## src/wdt_pkg.sv

```systemverilog
package wdt_pkg;

    // ------------------------------------------------------------
    // Register map (mapped area only)
    // ------------------------------------------------------------
    localparam logic [7:0] CON_ADDR       = 8'hbb;
    localparam logic [7:0] REL_ADDR       = 8'hbc;
    localparam logic [7:0] WINB_ADDR      = 8'hbd;
    localparam logic [7:0] CNTL_ADDR      = 8'hbe;
    localparam logic [7:0] CNTH_ADDR      = 8'hbf;

    // ------------------------------------------------------------
    // Control register fields
    // ------------------------------------------------------------
    localparam int         CON_SVC_BIT    = 0;
    localparam int         CON_RATE_BIT   = 1;
    localparam int         CON_EN_BIT     = 2;
    localparam int         CON_PREW_BIT   = 4;
    localparam int         CON_WINEN_BIT  = 5;
    localparam logic [7:0] RESET_VAL      = 8'h00;

    // ------------------------------------------------------------
    // Timing counts
    // ------------------------------------------------------------
    localparam int         DIV_FAST       = 2;
    localparam int         DIV_SLOW       = 128;
    localparam logic [7:0] PRESC_FAST_TOP = 8'(DIV_FAST - 1);
    localparam logic [7:0] PRESC_SLOW_TOP = 8'(DIV_SLOW - 1);
    localparam int         PREWARN_CYC    = 8;

    // Software register access carrier
    typedef struct packed {
        logic       wr;
        logic       rd;
        logic [7:0] addr;
        logic [7:0] wdata;
    } sfr_req_t;

    // Watchdog state machine
    typedef enum logic [2:0] {
        ST_RUN  = 3'b001,
        ST_WARN = 3'b010,
        ST_RST  = 3'b100
    } wdt_state_t;

endpackage

```

## src/wdt_prescaler.sv

```systemverilog
`timescale 1ns/1ps
// ------------------------------------------------------------
// Rate prescaler: one pulse every 2 or 128 clocks
// ------------------------------------------------------------
module wdt_prescaler (
    // Clock and reset
    input  wire logic mclk_i,
    input  wire logic rst_n_i,
    // Control
    input  wire logic run_i,
    input  wire logic slow_i,
    input  wire logic clr_i,
    // Tick
    output logic      tick_o
);
    logic [7:0] cnt_q;  // Divider count
    logic [7:0] top;    // Terminal count

    // Pick the divide ratio
    assign top    = slow_i ? wdt_pkg::PRESC_SLOW_TOP : wdt_pkg::PRESC_FAST_TOP;
    assign tick_o = run_i && (cnt_q >= top);

    // Divider; cleared on service so each period starts aligned
    always_ff @(posedge mclk_i or negedge rst_n_i) begin
        if (!rst_n_i) begin
            cnt_q <= 8'h00;
        end else if (clr_i || !run_i) begin
            cnt_q <= 8'h00;
        end else if (cnt_q >= top) begin
            cnt_q <= 8'h00;
        end else begin
            cnt_q <= cnt_q + 8'h01;
        end
    end
endmodule

```

## src/windowed_watchdog_timer.sv

```systemverilog
`timescale 1ns/1ps
module windowed_watchdog_timer #(
    parameter int PREWARN_CYCLES = wdt_pkg::PREWARN_CYC
) (
    // Clock and reset
    input  wire logic              mclk_i,
    input  wire logic              rst_n_i,
    // Register access from the CPU
    input  wire wdt_pkg::sfr_req_t sfr_i,
    input  wire logic              sfr_map_select_i,
    input  wire logic              prot_open_i,
    output logic [7:0]             rdata_o,
    output logic                   rvalid_o,
    // Debug
    input  wire logic              debug_mode_i,
    input  wire logic              debug_run_i,
    // Events
    output logic                   nmi_o,
    output logic                   prewarn_o,
    output logic                   sys_reset_o
);
    // ------------------------------------------------------------
    // Elaboration check
    // ------------------------------------------------------------
    if (PREWARN_CYCLES < 1 || PREWARN_CYCLES > 255) begin : g_bad_param
        $error("PREWARN_CYCLES out of range");
    end

    // ------------------------------------------------------------
    // State
    // ------------------------------------------------------------
    logic [7:0]          cnt_lo_q;           // Lower counter byte
    logic [7:0]          cnt_hi_q;           // Upper counter byte
    logic [7:0]          reload_value_field_q;   // Reload for upper byte
    logic [7:0]          window_boundary_field_q; // Window boundary
    logic                watchdog_enable_bit_q;  // Counting enable
    logic                rate_slow_q;        // 0: /2, 1: /128
    logic                window_check_enable_q;  // Window check on
    logic [7:0]          warn_cnt_q;         // Prewarning length
    wdt_pkg::wdt_state_t state_q;
    logic                mapped_wr;          // Write to mapped area
    logic                mapped_rd;          // Read of mapped area
    logic                svc;                // Service access
    logic                run;                // Counter advancing
    logic                tick;               // Rate tick
    logic                lo_carry;           // Low byte wraps
    logic                overflow;           // Whole count wraps
    logic                early;              // Service before window
    logic                fail;               // Time-out or window fault

    // Register accesses only hit this block in the mapped area
    assign mapped_wr = sfr_i.wr && sfr_map_select_i;
    assign mapped_rd = sfr_i.rd && sfr_map_select_i;
    assign svc       = mapped_wr && (sfr_i.addr == wdt_pkg::CON_ADDR)
                       && sfr_i.wdata[wdt_pkg::CON_SVC_BIT];
    // Suspended in debug unless the debugger asks it to run
    assign run       = watchdog_enable_bit_q && (state_q == wdt_pkg::ST_RUN)
                       && !(debug_mode_i && !debug_run_i);

    // ------------------------------------------------------------
    // Prescaler
    // ------------------------------------------------------------
    wdt_prescaler u_presc (
        .mclk_i  (mclk_i),
        .rst_n_i (rst_n_i),
        .run_i   (run),
        .slow_i  (rate_slow_q),
        .clr_i   (svc),
        .tick_o  (tick)
    );

    assign lo_carry = tick && (cnt_lo_q == 8'hff);
    assign overflow = lo_carry && (cnt_hi_q == 8'hff);
    // Window fault compares the upper byte against the boundary
    assign early    = svc && window_check_enable_q && watchdog_enable_bit_q
                      && (cnt_hi_q < window_boundary_field_q);
    assign fail     = (state_q == wdt_pkg::ST_RUN) && ((overflow && !svc) || early);

    // ------------------------------------------------------------
    // Control registers
    // ------------------------------------------------------------
    always_ff @(posedge mclk_i or negedge rst_n_i) begin
        if (!rst_n_i) begin
            watchdog_enable_bit_q   <= 1'b0;
            rate_slow_q             <= 1'b0;
            window_check_enable_q   <= 1'b0;
            reload_value_field_q    <= wdt_pkg::RESET_VAL;
            window_boundary_field_q <= wdt_pkg::RESET_VAL;
        end else if (mapped_wr) begin
            case (sfr_i.addr)
                wdt_pkg::CON_ADDR: begin
                    rate_slow_q           <= sfr_i.wdata[wdt_pkg::CON_RATE_BIT];
                    window_check_enable_q <= sfr_i.wdata[wdt_pkg::CON_WINEN_BIT];
                    // Enable is protected; a closed write leaves it alone
                    if (prot_open_i) begin
                        watchdog_enable_bit_q <= sfr_i.wdata[wdt_pkg::CON_EN_BIT];
                    end
                end
                wdt_pkg::REL_ADDR:  reload_value_field_q    <= sfr_i.wdata;
                wdt_pkg::WINB_ADDR: window_boundary_field_q <= sfr_i.wdata;
                default: ;
            endcase
        end
    end

    // ------------------------------------------------------------
    // Counter bytes
    // ------------------------------------------------------------
    always_ff @(posedge mclk_i or negedge rst_n_i) begin
        if (!rst_n_i) begin
            cnt_lo_q <= 8'h00;
            cnt_hi_q <= 8'h00;
        end else if (svc) begin
            cnt_hi_q <= reload_value_field_q;
            cnt_lo_q <= 8'h00;
        end else if (tick) begin
            cnt_lo_q <= cnt_lo_q + 8'h01;
            if (lo_carry) begin
                cnt_hi_q <= cnt_hi_q + 8'h01;
            end
        end
    end

    // ------------------------------------------------------------
    // Time-out sequence: prewarning with NMI, then system reset
    // ------------------------------------------------------------
    always_ff @(posedge mclk_i or negedge rst_n_i) begin
        if (!rst_n_i) begin
            state_q    <= wdt_pkg::ST_RUN;
            warn_cnt_q <= 8'h00;
        end else begin
            case (state_q)
                wdt_pkg::ST_RUN: begin
                    if (fail) begin
                        state_q    <= wdt_pkg::ST_WARN;
                        warn_cnt_q <= 8'(PREWARN_CYCLES - 1);
                    end
                end
                wdt_pkg::ST_WARN: begin
                    // Service can no longer rescue the part once warned
                    if (warn_cnt_q == 8'h00) begin
                        state_q <= wdt_pkg::ST_RST;
                    end else begin
                        warn_cnt_q <= warn_cnt_q - 8'h01;
                    end
                end
                wdt_pkg::ST_RST: state_q <= wdt_pkg::ST_RST; // Held until system reset
                default:         state_q <= wdt_pkg::ST_RUN;
            endcase
        end
    end

    // ------------------------------------------------------------
    // Event outputs, registered
    // ------------------------------------------------------------
    always_ff @(posedge mclk_i or negedge rst_n_i) begin
        if (!rst_n_i) begin
            nmi_o       <= 1'b0;
            prewarn_o   <= 1'b0;
            sys_reset_o <= 1'b0;
        end else begin
            nmi_o       <= fail;
            // Prewarning rises with the NMI and drops as the reset rises
            prewarn_o   <= fail
                           || ((state_q == wdt_pkg::ST_WARN) && (warn_cnt_q != 8'h00));
            sys_reset_o <= ((state_q == wdt_pkg::ST_WARN) && (warn_cnt_q == 8'h00))
                           || (state_q == wdt_pkg::ST_RST);
        end
    end

    // ------------------------------------------------------------
    // Read data, one cycle after the read strobe
    // ------------------------------------------------------------
    always_ff @(posedge mclk_i or negedge rst_n_i) begin
        if (!rst_n_i) begin
            rdata_o  <= 8'h00;
            rvalid_o <= 1'b0;
        end else begin
            rvalid_o <= mapped_rd;
            if (mapped_rd) begin
                case (sfr_i.addr)
                    wdt_pkg::CON_ADDR: begin
                        rdata_o <= 8'h00;
                        rdata_o[wdt_pkg::CON_RATE_BIT]  <= rate_slow_q;
                        rdata_o[wdt_pkg::CON_EN_BIT]    <= watchdog_enable_bit_q;
                        rdata_o[wdt_pkg::CON_PREW_BIT]  <= (state_q != wdt_pkg::ST_RUN);
                        rdata_o[wdt_pkg::CON_WINEN_BIT] <= window_check_enable_q;
                    end
                    wdt_pkg::REL_ADDR:  rdata_o <= reload_value_field_q;
                    wdt_pkg::WINB_ADDR: rdata_o <= window_boundary_field_q;
                    wdt_pkg::CNTL_ADDR: rdata_o <= cnt_lo_q;
                    wdt_pkg::CNTH_ADDR: rdata_o <= cnt_hi_q;
                    default:            rdata_o <= 8'h00;
                endcase
            end
        end
    end
endmodule

```

## config.mk

```make
export PLATFORM = sky130hd
export DESIGN_NAME = windowed_watchdog_timer
export DESIGN_NICKNAME = d
export VERILOG_FILES = /design/src/wdt_pkg.sv /design/src/wdt_prescaler.sv /design/src/windowed_watchdog_timer.sv
export SDC_FILE = /design/constraint.sdc
export NUM_CORES = 1
export LEC_CHECK = 0
export CORE_MARGIN = 2
export CORE_UTILIZATION = 50
export CTS_CLUSTER_DIAMETER = 120
export DETAILED_ROUTE_END_ITERATION = 10
export DONT_BUFFER_PORTS = 1
export PLACE_DENSITY = 0.64
export SETUP_SLACK_MARGIN = 0.2
export SYNTH_ARGS = -nofsm -noshare
export SYNTH_HDL_FRONTEND = slang
export SYNTH_SLANG_ARGS = --single-unit
```

## constraint.sdc

```tcl
create_clock -name mclk_i -period 3.1 [get_ports mclk_i]
set_input_delay 0.465 -clock mclk_i [delete_from_list [all_inputs] [get_ports mclk_i]]
set_output_delay 0.465 -clock mclk_i [all_outputs]
set_load 0.005 [all_outputs]
```

==> qor.txt <==
Cells after Synth - 365
EDFF count, synth - 0
Vias per Instance - 6.00
Post-synth net total - 407
Port bufs - 0
DRC viols - 0
Leak - 1.79 nW
Die width - 90.0 µm
Max-slew headroom - 60.2%
Worst endpoint required time - 3.35 ns
VDD IR max - 248 µV
Fraction of layout cells with a size suffix above 1 - 13.7%
Pwr dens - 430 nW/µm²
Commonest non-fill, non-tap cells in the layout - 65 x dfrtp_1, 35 x nand2_1, 34 x nor2_1
Number of global-route vias before repair - 2720
Avg Cell Area, Syn - 10.1 µm²
Layout area overhead - 8.89%
Remaining Overflow, GRT - 0
Max-slew violations - 0
CTS tree - done
Final setup skew - 0.0106 ns
Reg2reg start - rate_slow_q$_DFFE_PN0N_
PnR worst setup slack - 0.576 ns
Worst setup EP type - flip-flop
Largest net degree at the start of global routing - 67
R2R setup slack - 0.58 ns
Worst Tran Pin Value - 0.583 ns
GR Util met1 - 32.0%
Worst-skew pair later-pin latency - 0.34 ns
I/O pins - 36
Die area - 8100 µm²
Library cells used by synthesis - 61
CTS Root Cell - clkbuf_8
Clock buffer depth - 2
Maximum clock rate - 0.396 GHz
Antenna Cells - 0
Detailed-route via count - 2831
CP Class - reg2reg
Placeable Area - 7210 µm²
Final worst path period share - 81.4%
Initial antenna violation count - 0
Num rows - 31
Min cycle time layout - 2.52 ns
Post-DRT Antenna Nets - 0
Switching share of power - 21.4%
Post-synth ARST share - 100%
Sw Pwr - 0.000371 W
GRT Overall Usage - 21.9%
Hold Crit Class - in2async
CTS Buf Count - 9
DPL Wire Length - 6000 µm
Die height - 90.0 µm
RSZ-0062 raised after global routing - false
Nets - 410
Primary FF master, synth - dfrtp_1
GRT Max-Usage Layer - met2
Place WS - 0.596 ns
Final Wtd Congestion - 0.868
Status - complete, no violations
Final-report hold violation count - 0
WL/cell - 17.4 µm
Setup TNS - 0 ns
Critical Path Start Type - flip-flop
# clock sinks - 66
Comb pwr share - 3.8%
Clock share of power - 45.1%
Most common cell after layout, fill and taps aside - dfrtp_1
Seq/Total Area, Yosys - 44.7%
CP max FO - 10
Reg2reg end - cnt_hi_q[5]$_DFFE_PN0P_
Met2 usage - 32.8%
Grt met3 use - 4.78%
FF+latch count, synth - 66
Maxcap violations - 0
YS warnings - 0
Hold_ws - 0.00403 ns
Int Power - 0.00136 W
Initial Utilization - 51.3%
Setup repair bufs after CTS - 0
Routed WL - 8220 µm
Detailed router's first-iteration violation count - 158
DRT Pass-1 Iters - 4
Reg power frac - 51.0%
Worst r2r path cells - 7
Global-route wire length before repair - 14000 µm
Worst Path Arrival - 2.78 ns
Clock Pin Slew Worst Setup and Hold Paths - 0.07 ns
Final setup violation count - 0
H-Tree Depth - 3
Area of the mapped netlist - 3700 µm²
==> how the worst max path moves through the flow <==
| stage | cells past startpoint | endpoint | slack, ns | start |
|---|---|---|---|---|
| 3_3_place_gp | 7 | cnt_hi_q[5]$_DFFE_PN0P_ | 0.73 | rate_slow_q$_DFFE_PN0N_ |
| 4_1_cts | 7 | cnt_hi_q[5]$_DFFE_PN0P_ | 0.59 | rate_slow_q$_DFFE_PN0N_ |
| 3_5_place_dp | 7 | cnt_hi_q[5]$_DFFE_PN0P_ | 0.60 | rate_slow_q$_DFFE_PN0N_ |
| 2_1_floorplan | 7 | cnt_hi_q[5]$_DFFE_PN0P_ | 0.81 | rate_slow_q$_DFFE_PN0N_ |
| 5_1_grt | 7 | cnt_hi_q[5]$_DFFE_PN0P_ | 0.34 | rate_slow_q$_DFFE_PN0N_ |
| 6_report | 7 | cnt_hi_q[5]$_DFFE_PN0P_ | 0.58 | rate_slow_q$_DFFE_PN0N_ |
==> critical path: stages, from the launching register on <==
cell      delay [ns]
dfrtp_1         0.38
inv_1           0.13
ha_1            0.33
nand3_1         0.11
nor3_2          0.49
o211ai_2        0.30
or4_1           0.52
a31oi_1         0.17
==> kinds of logic after synthesis <==
kind of cell	Yosys count	synth area share [%]
AND/OR/NAND/NOR	133	19.0
AO/OA/AOI/OAI	85	15.8
flip-flops	66	44.7
buffers and inverters	30	3.58
multiplexers	23	8.49
adder cells (fa/ha/maj)	18	6.09
XOR/XNOR	10	2.37
==> power by group through the flow <==
stage / clock [W] / combinational [W] / sequential [W]
after floorplan: 0 / 0.0000441 / 0.000896
after global placement: 0 / 0.0000444 / 0.000900
after detailed placement: 0 / 0.0000464 / 0.000900
after CTS: 0.000795 / 0.0000680 / 0.000883
after global routing: 0.000835 / 0.0000758 / 0.000885
final: 0.000782 / 0.0000662 / 0.000884
==> flip-flops by register name, indices dropped and copies added, names as in the netlist <==
signal                   flops
sys_reset_o                  1
prewarn_o                    1
watchdog_enable_bit_q        1
rdata_o                      8
rvalid_o                     1
cnt_lo_q                     8
u_presc.cnt_q                8
reload_value_field_q         8
nmi_o                        1
warn_cnt_q                   8
rate_slow_q                  1
window_check_enable_q        1
cnt_hi_q                     8
window_boundary_field_q      8
state_q                      3
==> through the flow <==
stage / util (%) / total power (W) / cell area (µm²) / std cells
final: 55.8 / 0.00173 / 4030 / 472
after global routing: 55.8 / 0.00180 / 4030 / 472
after CTS: 55.8 / 0.00175 / 4030 / 472
after detailed placement: 52.5 / 0.000946 / 3780 / 455
after global placement: 52.5 / 0.000944 / 3780 / 455
after floorplan: - / 0.000940 / 3700 / 365
==> layer usage <==
layer	share of wire (%)	wire length (µm)
met3	6.0	489
met2	46	3750
met5	0	0
met4	1.3	105
met1	47	3870
==> synthesized netlist by cell type (all sizes together), types with 7 or more instances <==
cell type	count	area [µm²]
a31oi	13	81.3
ha	18	225
nand4	8	50.1
inv	17	63.8
o21ai	29	149
a21oi	13	65.1
nor2	34	128
dfrtp	65	1630
nand3	13	65.1
clkbuf	7	26.3
mux2	14	161
nand2	35	131
==> what timing repair did <==
item	CTS	global route
gates resized for setup	0	0
hold buffers	1	0
hold endpoints to repair	66	0
==> layout make-up <==
cell class / count / area (µm²)
fill: 676 / 3190
multi-input combinational: 269 / 1910
sequential: 66 / 1650
clock buffer: 15 / 186
tap: 99 / 124
inverter: 17 / 63.8
timing repair buffer: 5 / 57.6
clock inverter: 1 / 30.0
Note: power is estimated with default switching activity, not from simulation.
